**config.mk**
```make
export PLATFORM = sky130hd
export DESIGN_NAME = tipc_top
export DESIGN_NICKNAME = d
export VERILOG_FILES = /design/src/verilog/tipc_pkg.sv /design/src/verilog/tipc_flags.sv /design/src/verilog/tipc_top.sv
export SDC_FILE = /design/constraint.sdc
export NUM_CORES = 1
export LEC_CHECK = 0
export BUFFER_PORTS_ARGS = -buffer_cell sky130_fd_sc_hd__buf_2
export CORE_UTILIZATION = 35
export CTS_CLUSTER_SIZE = 28
export DETAILED_ROUTE_END_ITERATION = 8
export GPL_TIMING_DRIVEN = 1
export HOLD_SLACK_MARGIN = 0.15
export PLACE_DENSITY = 0.76
export SLEW_MARGIN = 20
export SYNTH_ARGS = -nofsm -noshare
export SYNTH_HDL_FRONTEND = slang
export SYNTH_HIERARCHICAL = 1
export SYNTH_SLANG_ARGS = --single-unit
```
**constraint.sdc**
```tcl
create_clock -name REF_CLK_IN -period 1.4 [get_ports REF_CLK_IN]
set_input_delay 0.28 -clock REF_CLK_IN [delete_from_list [all_inputs] [get_ports REF_CLK_IN]]
set_output_delay 0.28 -clock REF_CLK_IN [all_outputs]
set_load 0.05 [all_outputs]
```
**src/verilog/tipc_pkg.sv**
```systemverilog
// Package for the timer interrupt enable/pending block.
// Assumes an APB slave with 32-bit data; registers are 8 bits wide.
package tipc_pkg;
  // --------------------------------------------------------------------
  // Register map
  // --------------------------------------------------------------------
  localparam logic [11:0] ADDR_ENABLE_PENDING = 12'h000;
  localparam logic [11:0] ADDR_CLEAR          = 12'h004;
  localparam int          NUM_SRC             = 4;
  localparam int          ENABLE_LSB          = 4;
  localparam logic [7:0]  CLEAR_READBACK      = 8'hFF;
  localparam logic [3:0]  FLAGS_RESET         = 4'h0;
  localparam logic [31:0] READ_ZERO           = 32'h0000_0000;

  typedef struct packed {
    logic [3:0] irq_on;
    logic [3:0] flag;
  } tipc_ctl_t;
endpackage : tipc_pkg

```
**src/verilog/tipc_flags.sv**
```systemverilog
// Four pending flags with set and clear terms.
// Assumes synchronous active-low reset and clock enable from the top.
`timescale 1ns/100ps
module tipc_flags #(
  parameter int N = 4
) (
  input  wire logic         clk_in,
  input  wire logic         nrst_in,
  input  wire logic         ce_in,
  input  wire logic         timer_on_in,
  input  wire logic [N-1:0] set_in,
  input  wire logic [N-1:0] wipe_in,
  output logic      [N-1:0] flag_out
);
  always_ff @(posedge clk_in) begin
    if (!nrst_in) begin
      flag_out <= '0;
    end else if (ce_in) begin
      if (!timer_on_in) begin
        flag_out <= '0;
      end else begin
        // Set beats clear in the same cycle so no event is lost
        flag_out <= (flag_out & ~wipe_in) | set_in;
      end
    end
  end

  a_flag_hold: assert property (@(posedge clk_in) disable iff (!nrst_in)
    ce_in && timer_on_in && (wipe_in == '0) |=> ((flag_out & $past(flag_out))
      == $past(flag_out))) else $error("pending flag lost");
endmodule : tipc_flags

```
**src/verilog/tipc_top.sv**
```systemverilog
// Timer interrupt enable/pending register block, APB slave.
// Assumes timer core supplies one-cycle condition strobes and timer enable.
//
// Chosen here: the APB register port and the register offsets.
`timescale 1ns/100ps
module tipc_top (
  input  wire logic        REF_CLK_IN,
  input  wire logic        NRST_IN,
  input  wire logic        CE_IN,
  input  wire logic        PSEL_IN,
  input  wire logic        PENABLE_IN,
  input  wire logic        PWRITE_IN,
  input  wire logic [11:0] PADDR_IN,
  input  wire logic [31:0] PWDATA_IN,
  input  wire logic [3:0]  COND_IN,
  input  wire logic        TIMER_MODULE_ON_IN,
  output logic      [31:0] PRDATA_OUT,
  output logic             PREADY_OUT,
  output logic             PSLVERR_OUT,
  output logic             TIMER_IRQ_OUT
);
  // --------------------------------------------------------------------
  // Bus decode
  // --------------------------------------------------------------------
  localparam int N = tipc_pkg::NUM_SRC;
  logic         setup;
  logic         wr_ctl;
  logic         wr_clr;
  logic         hit;
  logic [N-1:0] irq_on_reg;
  logic [N-1:0] flags;
  logic [N-1:0] set_next;
  logic [N-1:0] wipe_next;
  tipc_pkg::tipc_ctl_t ctl;

  // Zero-wait: answer in the access cycle right after setup
  assign setup  = PSEL_IN && !PENABLE_IN;
  assign hit    = (PADDR_IN == tipc_pkg::ADDR_ENABLE_PENDING)
               || (PADDR_IN == tipc_pkg::ADDR_CLEAR);
  assign wr_ctl = PSEL_IN && PENABLE_IN && PREADY_OUT && PWRITE_IN
               && PADDR_IN == tipc_pkg::ADDR_ENABLE_PENDING;
  assign wr_clr = PSEL_IN && PENABLE_IN && PREADY_OUT && PWRITE_IN
               && PADDR_IN == tipc_pkg::ADDR_CLEAR;

  assign set_next  = COND_IN
                   | (wr_ctl ? PWDATA_IN[N-1:0] : '0);
  assign wipe_next = wr_clr ? PWDATA_IN[N-1:0] : '0;

  always_ff @(posedge REF_CLK_IN) begin
    if (!NRST_IN) begin
      PREADY_OUT  <= 1'b0;
      PSLVERR_OUT <= 1'b0;
      PRDATA_OUT  <= tipc_pkg::READ_ZERO;
    end else if (CE_IN) begin
      PREADY_OUT  <= setup;
      PSLVERR_OUT <= setup && !hit;
      PRDATA_OUT  <= tipc_pkg::READ_ZERO;
      if (setup && !PWRITE_IN) begin
        if (PADDR_IN == tipc_pkg::ADDR_CLEAR)
          PRDATA_OUT[7:0] <= tipc_pkg::CLEAR_READBACK;
        else if (PADDR_IN == tipc_pkg::ADDR_ENABLE_PENDING)
          PRDATA_OUT[7:0] <= ctl;
      end
    end
  end

  // --------------------------------------------------------------------
  // Enables and request
  // --------------------------------------------------------------------
  always_ff @(posedge REF_CLK_IN) begin
    if (!NRST_IN) begin
      irq_on_reg <= tipc_pkg::FLAGS_RESET;
    end else if (CE_IN && wr_ctl) begin
      irq_on_reg <= PWDATA_IN[tipc_pkg::ENABLE_LSB +: N];
    end
  end

  tipc_flags #(.N(N)) u_flags (
    .clk_in      (REF_CLK_IN),
    .nrst_in     (NRST_IN),
    .ce_in       (CE_IN),
    .timer_on_in (TIMER_MODULE_ON_IN),
    .set_in      (set_next),
    .wipe_in     (wipe_next),
    .flag_out    (flags)
  );

  assign ctl.irq_on = irq_on_reg;
  assign ctl.flag   = flags;

  // Registered request; lags the flags by one cycle
  always_ff @(posedge REF_CLK_IN) begin
    if (!NRST_IN) begin
      TIMER_IRQ_OUT <= 1'b0;
    end else if (CE_IN) begin
      TIMER_IRQ_OUT <= |(flags & irq_on_reg);
    end
  end

  // --------------------------------------------------------------------
  // Checks
  // --------------------------------------------------------------------
  a_irq_follows: assert property (@(posedge REF_CLK_IN) disable iff (!NRST_IN)
    CE_IN |=> TIMER_IRQ_OUT == $past(|(flags & irq_on_reg)))
    else $error("irq not matching enabled flags");
  a_irq_masked: assert property (@(posedge REF_CLK_IN) disable iff (!NRST_IN)
    CE_IN && (irq_on_reg == '0) |=> !TIMER_IRQ_OUT)
    else $error("irq with all enables off");
  a_zero_no_clear: assert property (@(posedge REF_CLK_IN) disable iff (!NRST_IN)
    CE_IN && TIMER_MODULE_ON_IN && !wr_clr |=> (flags & $past(flags))
      == $past(flags)) else $error("flag cleared without clear");
  a_sw_set: assert property (@(posedge REF_CLK_IN) disable iff (!NRST_IN)
    CE_IN && TIMER_MODULE_ON_IN && wr_ctl |=>
      (flags & $past(PWDATA_IN[N-1:0])) == $past(PWDATA_IN[N-1:0]))
    else $error("software set lost");
  a_clear_wipe: assert property (@(posedge REF_CLK_IN) disable iff (!NRST_IN)
    CE_IN && wr_clr && (COND_IN == '0) |=>
      (flags & $past(PWDATA_IN[N-1:0])) == '0)
    else $error("clear did not clear");
  a_off_clear: assert property (@(posedge REF_CLK_IN) disable iff (!NRST_IN)
    CE_IN && !TIMER_MODULE_ON_IN |=> flags == '0)
    else $error("flags kept while off");
  a_clr_readback: assert property (@(posedge REF_CLK_IN) disable iff (!NRST_IN)
    CE_IN && setup && !PWRITE_IN && PADDR_IN == tipc_pkg::ADDR_CLEAR |=>
      PRDATA_OUT[7:0] == tipc_pkg::CLEAR_READBACK)
    else $error("clear readback wrong");
  a_reset_state: assert property (@(posedge REF_CLK_IN)
    !NRST_IN |=> ctl == '0 && !TIMER_IRQ_OUT)
    else $error("reset state wrong");
  a_hw_set: assert property (@(posedge REF_CLK_IN) disable iff (!NRST_IN)
    CE_IN && TIMER_MODULE_ON_IN |=> (flags & $past(COND_IN)) == $past(COND_IN))
    else $error("condition not latched");
endmodule : tipc_top

```
After elaboration in Yosys (flattened, before gate mapping)
Index checks and enable logic that the tools add are counted. W data, S select, Z words.

Add/subtract/negate cells: 0. Multiply operators: 0. Div/mod/pow operators: 0. Magnitude comparators: 0. Eq/ne operators: 1. Shift-type cells: 0. Muxes and demuxes: 6. Bitwise gates (word level): 5. Reductions and logical operators: 15.

Operators by type and width (number): $mux W8 (3); $eq A12 B3 Y1 const B (1); $logic_not A12 Y1 (1); $mux W4 (3); $logic_and A1 B1 Y1 (9); $and A4 B4 Y4 (2); $or A4 B4 Y4 (2); $not A4 Y4 (1); $reduce_or A4 Y1 (1); $logic_not A1 Y1 (3); $logic_or A1 B1 Y1 (1).

Bits in registers: 19. Latch bits: 0. Memory bits (writable): 0. Bits in read-only memories: 0. Input bits: 55. Output and inout port bits: 35. Logic and storage cells: 33. Memories: 0.

Logic depth before layout (Yosys ltp)
Gate-level depths: netlist of the first run.

Depth after elaboration: 9. Mapped depth: 7. Gate-level depth less buffers: 7.

Cells and area by module
The synthesis of the first run kept the hierarchy.

Modules (own cells, without submodules): tipc_top (instances 1, cells each 112, area each 922.1 µm², seq. area each 300.3 µm²); tipc_flags (instances 1, cells each 22, area each 191.4 µm², seq. area each 80.1 µm²).

Least setup slack after synthesis of the first run
Ideal clock, no wire load.

Path kind: register to register. From: register PREADY_OUT. To: register u_flags.flag_out[2]. Setup time: 0.116 ns. Arrival: 1.686 ns. Data required time: 1.284 ns. Path slack: -0.403 ns. Cell stages (with the launch flop): 8. Buffers on the path: 0. Period minus slack after synthesis: 1.803 ns. Cells stage by stage: dfxtp_1 > and4_1 > nand4_2 > nor2_1 > and2_1 > nand2b_1 > a21oi_1 > a41o_2.

Longest elaborated chain between the ends: 8. Elaborated cells between the ends (all ways): 11. Those cells by class: mux: 3; bitwise: 4; reduce/logical: 4.

RTL lines: start: declaration (RTL line tipc_top.sv:18) `output logic PREADY_OUT,`; start signal: assignment (RTL line tipc_top.sv:55) `PREADY_OUT <= setup;`; $logic_and A1 B1 Y1 (2 in a row) (RTL line tipc_top.sv:42) `assign wr_clr = PSEL_IN && PENABLE_IN && PREADY_OUT && PWRITE_IN`; $logic_and A1 B1 Y1 (RTL line tipc_top.sv:43) `&& PADDR_IN == tipc_pkg::ADDR_CLEAR;`; $mux W4 (RTL line tipc_top.sv:47) `assign wipe_next = wr_clr ? PWDATA_IN[N-1:0] : '0;`; via wipe_next[2] (RTL line tipc_top.sv:33) `logic [N-1:0] wipe_next;`; $not A4 Y4 (RTL line tipc_flags.sv:23) `flag_out <= (flag_out & ~wipe_in) | set_in;`; $and A4 B4 Y4 (RTL line tipc_flags.sv:23); $or A4 B4 Y4 (RTL line tipc_flags.sv:23); $mux W4 (RTL line tipc_flags.sv:19) `if (!timer_on_in) begin`; end signal: assignment (RTL line tipc_flags.sv:23); end: declaration (RTL line tipc_flags.sv:13) `output logic [N-1:0] flag_out`.

The timed path passes the listed nets, and every way through them passes these cells. A chain may end at the register's enable or synchronous reset.

Worst setup path after layout of the first run
Same ends and word-level chain as after synthesis.

==> metrics, run 1 <==
RSZ-0062 raised after global routing=true; Global Route Usage Sum=0.134; first-pass GRT wire length=about 3.4 mm; Critical Path Source Type=register; IO Port Bufs=around 40; Pleak=0.676 nW; Setup violations, final=4; Initial Utilization=0.368; Placed Area=1300 sq um; top cell type's share of synthesized area=0.342; Worst EP required=roughly 1.6 ns; Final Max Tran Viols=0; full die area=roughly 3400 sq um; clk slew on worst S/H paths=0.11 ns; # rows=20; Max Fclk=between 600 and 700 MHz; diodes inserted=0; commonest non-fill, non-tap cell in the layout=buf_2; WP buf/inv=0; Yosys top cell by area=dfxtp_1; Ports=90; fin util=0.448; initial DRC count=8; post-CTS setup buffer count=0; Mapped Avg Cell Area=between 8 and 9 sq um; most frequent cells in the layout=buf_2, conb_1, nand2_1, dfxtp_1, nor2_1; Crit. End Element=register; vias per inst=4.24; Placer Congestion=about 0.76; Worst Hold Class=in2reg; layout cells sized above 1=0.345; Post-synth ARST share=0; top cells by area, synth=dfxtp_1, buf_4, nand2_1; CTS Hold Buffers Added=0; worst-skew pair later-pin latency=around 0.31 ns; clock sink total=19; initial antenna violation count=0; Routed WL per cell=about 9.6 microns; CTS tree=built; #FFs+latches synth=19; cells along the critical path=and4_4, nand4_4, nor2_4, and2_1, nand2b_4, a21oi_2, a41o_2; Mapped Area=1110 sq um; Die Height=~58 microns; Peak VDD IR=around 490 uV; nets@finish=between 200 and 250; clock period minus worst slack=1.45 ns; power density cells=around 830 nW/um^2; failing checks=negative setup slack; dpl hpwl=around 1.7 mm; max reg flops=8; CTS H-Tree Depth=1; hold slack=roughly 0.21 ns; Yosys cell types=29; gr ovfl total=0; final setup margin=-0.0467 ns; CORE AREA=a little over 3000 sq um; vias in the first global route=about 790; Worst Path Arrival=around 1.7 ns; cells after synthesis=around 130; Syn. warnings=6; Crit path max-delay family=simple AND/OR/NAND/NOR gates; CP max stage cell=dfxtp_4; design area=around 1400 sq um; top_reg_cell synth=dfxtp_1; Die W=about 58 microns; final WL=between 2 and 2.5 mm; final worst-path cycle share=1.03; CTS Buf Count=3; Crit path largest cell delay=0.35 ns; via count=roughly 940; pin count of the biggest net entering global routing=17; sequential area share after synthesis=0.342; area grow syn2layout=21.8%; skew final=roughly 0.0090 ns; max_cap viols=0; Post-synth EDFFs=0; DRC viols=0; CP Class=reg2reg; Root Driver=clkbuf_4; First-pass DRT Iterations=4; Final Hold Viols=0; Crit Path Max Fanout=4; antenna viol nets, final=0; status=finished with violations; clk buf depth=2
[power breakdown]
group          total [mW]  internal [mW]  switching (mW)
sequential          0.555          0.548         0.00662
combinational       0.284         0.0655           0.218
clock               0.280          0.107           0.173
[metal layers]
metal,up-vias,global-route usage,share of wire
li1,489,-,-
met1,416,0.160,0.44
met2,28,0.218,0.48
met3,4,0.0396,0.057
met4,0,0.0714,0.019
met5,-,0,0
[logic make-up (layout without fill, tap and decap cells)]
| family | count (synthesis) | count (layout) | synth area share |
|---|---|---|---|
| muxes | 5 | 5 | 0.0449 |
| DFF | 19 | 19 | 0.342 |
| other | 1 | 24 | 0.00337 |
| buffers and inverters | 32 | 52 | 0.192 |
| and+or+nand+nor | 52 | 52 | 0.270 |
| AOI/OAI and AO/OA | 25 | 25 | 0.148 |
[worst reg2reg max path, cell delays in order (launching register included)]
cell,delay [ns]
dfxtp_4,0.35
and4_4,0.21
nand4_4,0.15
nor2_4,0.14
and2_1,0.13
nand2b_4,0.11
a21oi_2,0.04
a41o_2,0.22
[through the flow]
step / instances / total power, mW / setup WS (ns) / setup TNS, ns
global placement: 217 / 0.845 / -0.266 / -1.76
global route: 221 / 1.17 / -0.107 / -0.383
finish: 221 / 1.12 / -0.0467 / -0.0658
detailed placement: 217 / 0.847 / -0.281 / -2.04
CTS: 221 / 1.13 / -0.0479 / -0.115
floorplan: 157 / 0.828 / -0.109 / -0.340
[synthesized netlist by cell type, types with 3 or more instances]
| cell type | number |
|---|---|
| o21ai_1 | 8 |
| and2_1 | 4 |
| clkbuf_1 | 4 |
| buf_4 | 24 |
| mux2i_1 | 5 |
| nand2_1 | 20 |
| nand2b_1 | 5 |
| a21oi_1 | 4 |
| dfxtp_1 | 19 |
| nor2_1 | 10 |
| buf_2 | 3 |
| a41o_1 | 3 |
| a21o_1 | 4 |
| nor2b_1 | 3 |
[final cells by class]
| type | instances | area [sq um] |
|---|---|---|
| timing repair buffer | 47 | 250 |
| multi-input combinational | 106 | 636 |
| clock buffer | 3 | 22.5 |
| clock inverter | 1 | 5.00 |
| fill | 320 | 1670 |
| inverter | 1 | 3.75 |
| tap | 44 | 55.1 |
| sequential | 19 | 384 |
[timing repair]
action                                 4_1_cts  5_1_grt
pin swaps                                    4        3
endpoints found under the hold margin        0        0
resized for setup                            3        2
setup endpoints to repair                    4        7
[path summary, 6_finish.rpt]
kind         slack (ns)  depth (start not counted)                  startpoint                          endpoint
max               -0.05                          7     PREADY_OUT$_SDFFE_PN0P_  u_flags/flag_out[2]$_SDFFE_PN0P_
min                0.21                          3                PWDATA_IN[7]        irq_on_reg[3]$_SDFFE_PN0P_
max reg2reg       -0.05                          7     PREADY_OUT$_SDFFE_PN0P_  u_flags/flag_out[2]$_SDFFE_PN0P_
min reg2reg        0.45                          2  PRDATA_OUT[6]$_SDFFE_PN0P_        PRDATA_OUT[6]$_SDFFE_PN0P_
(Power assumes the default switching activity.)
==> inputs of run 2 (changes only) <==
--- a/config.mk
+++ b/config.mk
@@ -5,13 +5,14 @@
 export SDC_FILE = /design/constraint.sdc
 export NUM_CORES = 1
 export LEC_CHECK = 0
+export ABC_AREA = 1
 export BUFFER_PORTS_ARGS = -buffer_cell sky130_fd_sc_hd__buf_2
-export CORE_UTILIZATION = 35
+export CORE_UTILIZATION = 36
 export CTS_CLUSTER_SIZE = 28
 export DETAILED_ROUTE_END_ITERATION = 8
 export GPL_TIMING_DRIVEN = 1
 export HOLD_SLACK_MARGIN = 0.15
-export PLACE_DENSITY = 0.76
+export PLACE_DENSITY = 0.8
 export SLEW_MARGIN = 20
 export SYNTH_ARGS = -nofsm -noshare
 export SYNTH_HDL_FRONTEND = slang
==> run 2 against run 1 <==
Against the previous run:
- critical endpoint is now u_flags/flag_out[1]$_SDFFE_PN0P_
- count of clock-buffer cells in the layout unchanged
- highest routed layer unchanged
- the run now ends clean
- fmax up 14%
- sequential power barely moved
- synthesized area increased by 5.8%
- wire length increased by 8.7%
==> metrics, run 2 <==
status=completed; most frequent cells in the layout=nand2_1, buf_2, inv_1, conb_1, nor2_1; antenna viol nets, final=0 (unchanged); nets@finish=291 (+25%); Post-synth EDFFs=0 (unchanged); DRC viols=0 (unchanged); skew final=0.00539 ns (-0.00365 ns); final WL=2.30 mm (+8.7%); Yosys cell types=19 (-34%); top cells by count, synth=nand2_1, inv_1, buf_4; CP Class=reg2reg; final setup margin=0.128 ns (+0.175 ns); first-pass GRT wire length=3.92 mm (+14%); WP buf/inv=1 (+1); Routed WL per cell=8.25 microns (-14%); Crit path largest cell delay=0.37 ns (+0.02 ns); sequential area share after synthesis=0.323 (-0.0189); Worst EP required=1.58 ns (-0.02 ns); CTS Hold Buffers Added=0 (unchanged); Post-synth ARST share=0 (unchanged); power density cells=775 nW/um^2 (-6.0%); max reg flops=8 (unchanged); Mapped Avg Cell Area=6.34 sq um (-24%); clock period minus worst slack=1.27 ns (-0.175 ns); clock sink total=19 (unchanged); top_reg_cell synth=dfxtp_1; clk slew on worst S/H paths=0.10 ns (about the same); Initial Utilization=0.383 (+0.0152); CTS Buf Count=3 (unchanged); initial antenna violation count=0 (unchanged); Die W=59.2 microns (+1.4%); final worst-path cycle share=0.909 (-0.125); #FFs+latches synth=19 (unchanged); Critical Path Source Type=register; Syn. warnings=6 (unchanged); Final Max Tran Viols=0 (unchanged); Yosys top cell by area=dfxtp_1; Placer Congestion=0.837 (+9.9%); Worst Path Arrival=1.46 ns (-0.19 ns); Crit path max-delay family=simple AND/OR/NAND/NOR gates; worst-skew pair later-pin latency=0.29 ns (-0.02 ns); CORE AREA=3080 sq um (+1.7%); pin count of the biggest net entering global routing=12 (-5); full die area=3510 sq um (+2.8%); Worst Hold Class=in2reg; gr ovfl total=0 (unchanged); max_cap viols=0 (unchanged); CP dominant cell by count=nand2_1; top-count cell post-synth=nand2_1; Root Driver=clkbuf_4; post-CTS setup buffer count=0 (unchanged); cells after synthesis=186 (+39%); First-pass DRT Iterations=4 (unchanged); Ports=90 (unchanged); dpl hpwl=1.95 mm (+12%); vias in the first global route=990 (+25%); # rows=20 (unchanged); RSZ-0062 raised after global routing=false; clk buf depth=2 (unchanged); Max Fclk=786 MHz (+14%); met3 wire length=124 microns (+2.5%); area grow syn2layout=20.1%; Global Route Usage Sum=0.147 (+0.0129); CTS tree=built; top cells by area, synth=dfxtp_1, nand2_1, buf_4; commonest non-fill, non-tap cell in the layout=nand2_1; via count=1,128 (+20%); CTS H-Tree Depth=1 (unchanged); initial DRC count=39 (+31); Die Height=59.2 microns (+1.4%); CP max stage cell=dfxtp_2; Met1 Wirelength=1.01 mm (+9.1%); Peak VDD IR=508 uV (+4.8%); Setup WS pre-CTS=-0.00238 ns (+0.278 ns); Mapped Area=1180 sq um (+5.8%); Crit. End Element=register; Tot Pwr=1.10 mW (-2.0%); Setup violations, final=0 (-4); vias per inst=4.04 (-4.6%); Final Hold Viols=0 (unchanged); Crit Path Max Fanout=4 (unchanged); top cell type's share of synthesized area=0.323 (-0.0189); met2 wire length=1.13 mm (+9.6%); uppermost routed layer=met4; Pleak=0.772 nW (+14%); IO Port Bufs=41 (unchanged); hold slack=0.206 ns (-0.00378 ns); post-cts sizing count=0 (-3); layout cells sized above 1=0.264 (-0.0808); cells along the critical path=nand3_1, nor2_1, nand4_1, nor2_1, inv_1, nand2_1, nand2_1, nand2_1, a21oi_1; diodes inserted=0 (unchanged)
run 2: metal layers:
| metal | vias to the layer above | global-route usage |
|---|---|---|
| li1 | 613 | - |
| met1 | 472 | 0.172 |
| met2 | 37 | 0.246 |
| met3 | 6 | 0.0546 |
| met4 | 0 | 0.0510 |
| met5 | - | 0 |
run 2: final cells by class:
type | count | area [sq um]
flip-flops and latches | 19 | 382
fillers | 354 | 1660
repair buffers | 47 | 250
well taps | 44 | 55.1
clock inverters | 1 | 5.00
inverters | 28 | 105
multi-input cells | 137 | 596
clock buffers | 3 | 22.5
run 2: tightest hold or removal path: stages:
cell and delay, ns:
buf_2 0.07, nor2_1 0.03, nor2_1 0.08
run 2: through the flow:
step	utilization	cells	area, sq um	TNS, ns
3_3_place_gp	0.451	275	1390	0
4_1_cts	0.460	279	1420	0
3_5_place_dp	0.451	275	1390	-0.00238
2_1_floorplan	-	209	1270	0
5_1_grt	0.460	279	1420	0
6_report	0.460	279	1420	0
run 2: logic make-up after synthesis:
| logic type | after synthesis | share of synthesized area |
|---|---|---|
| AOI/OAI and AO/OA | 21 | 0.101 |
| buffers and inverters | 53 | 0.245 |
| DFF | 19 | 0.323 |
| and+or+nand+nor | 92 | 0.328 |
| other | 1 | 0.00318 |
run 2: power by group:
group / internal [mW] / total (mW) / switching, mW
sequential: 0.549 / 0.557 / 0.00771
combinational: 0.0653 / 0.283 / 0.218
clock: 0.106 / 0.257 / 0.151
total: 0.720 / 1.10 / 0.377
run 2: path summary, 6_finish.rpt:
| path | slack [ns] | cells after the start | startpoint | end |
|---|---|---|---|---|
| setup / recovery | 0.13 | 9 | PREADY_OUT$_SDFFE_PN0P_ | u_flags/flag_out[1]$_SDFFE_PN0P_ |
| hold / removal | 0.21 | 3 | PWDATA_IN[5] | irq_on_reg[1]$_SDFFE_PN0P_ |
| hold reg to reg | 0.46 | 2 | PRDATA_OUT[5]$_SDFFE_PN0P_ | PRDATA_OUT[5]$_SDFFE_PN0P_ |
| setup reg to reg | 0.13 | 9 | PREADY_OUT$_SDFFE_PN0P_ | u_flags/flag_out[1]$_SDFFE_PN0P_ |
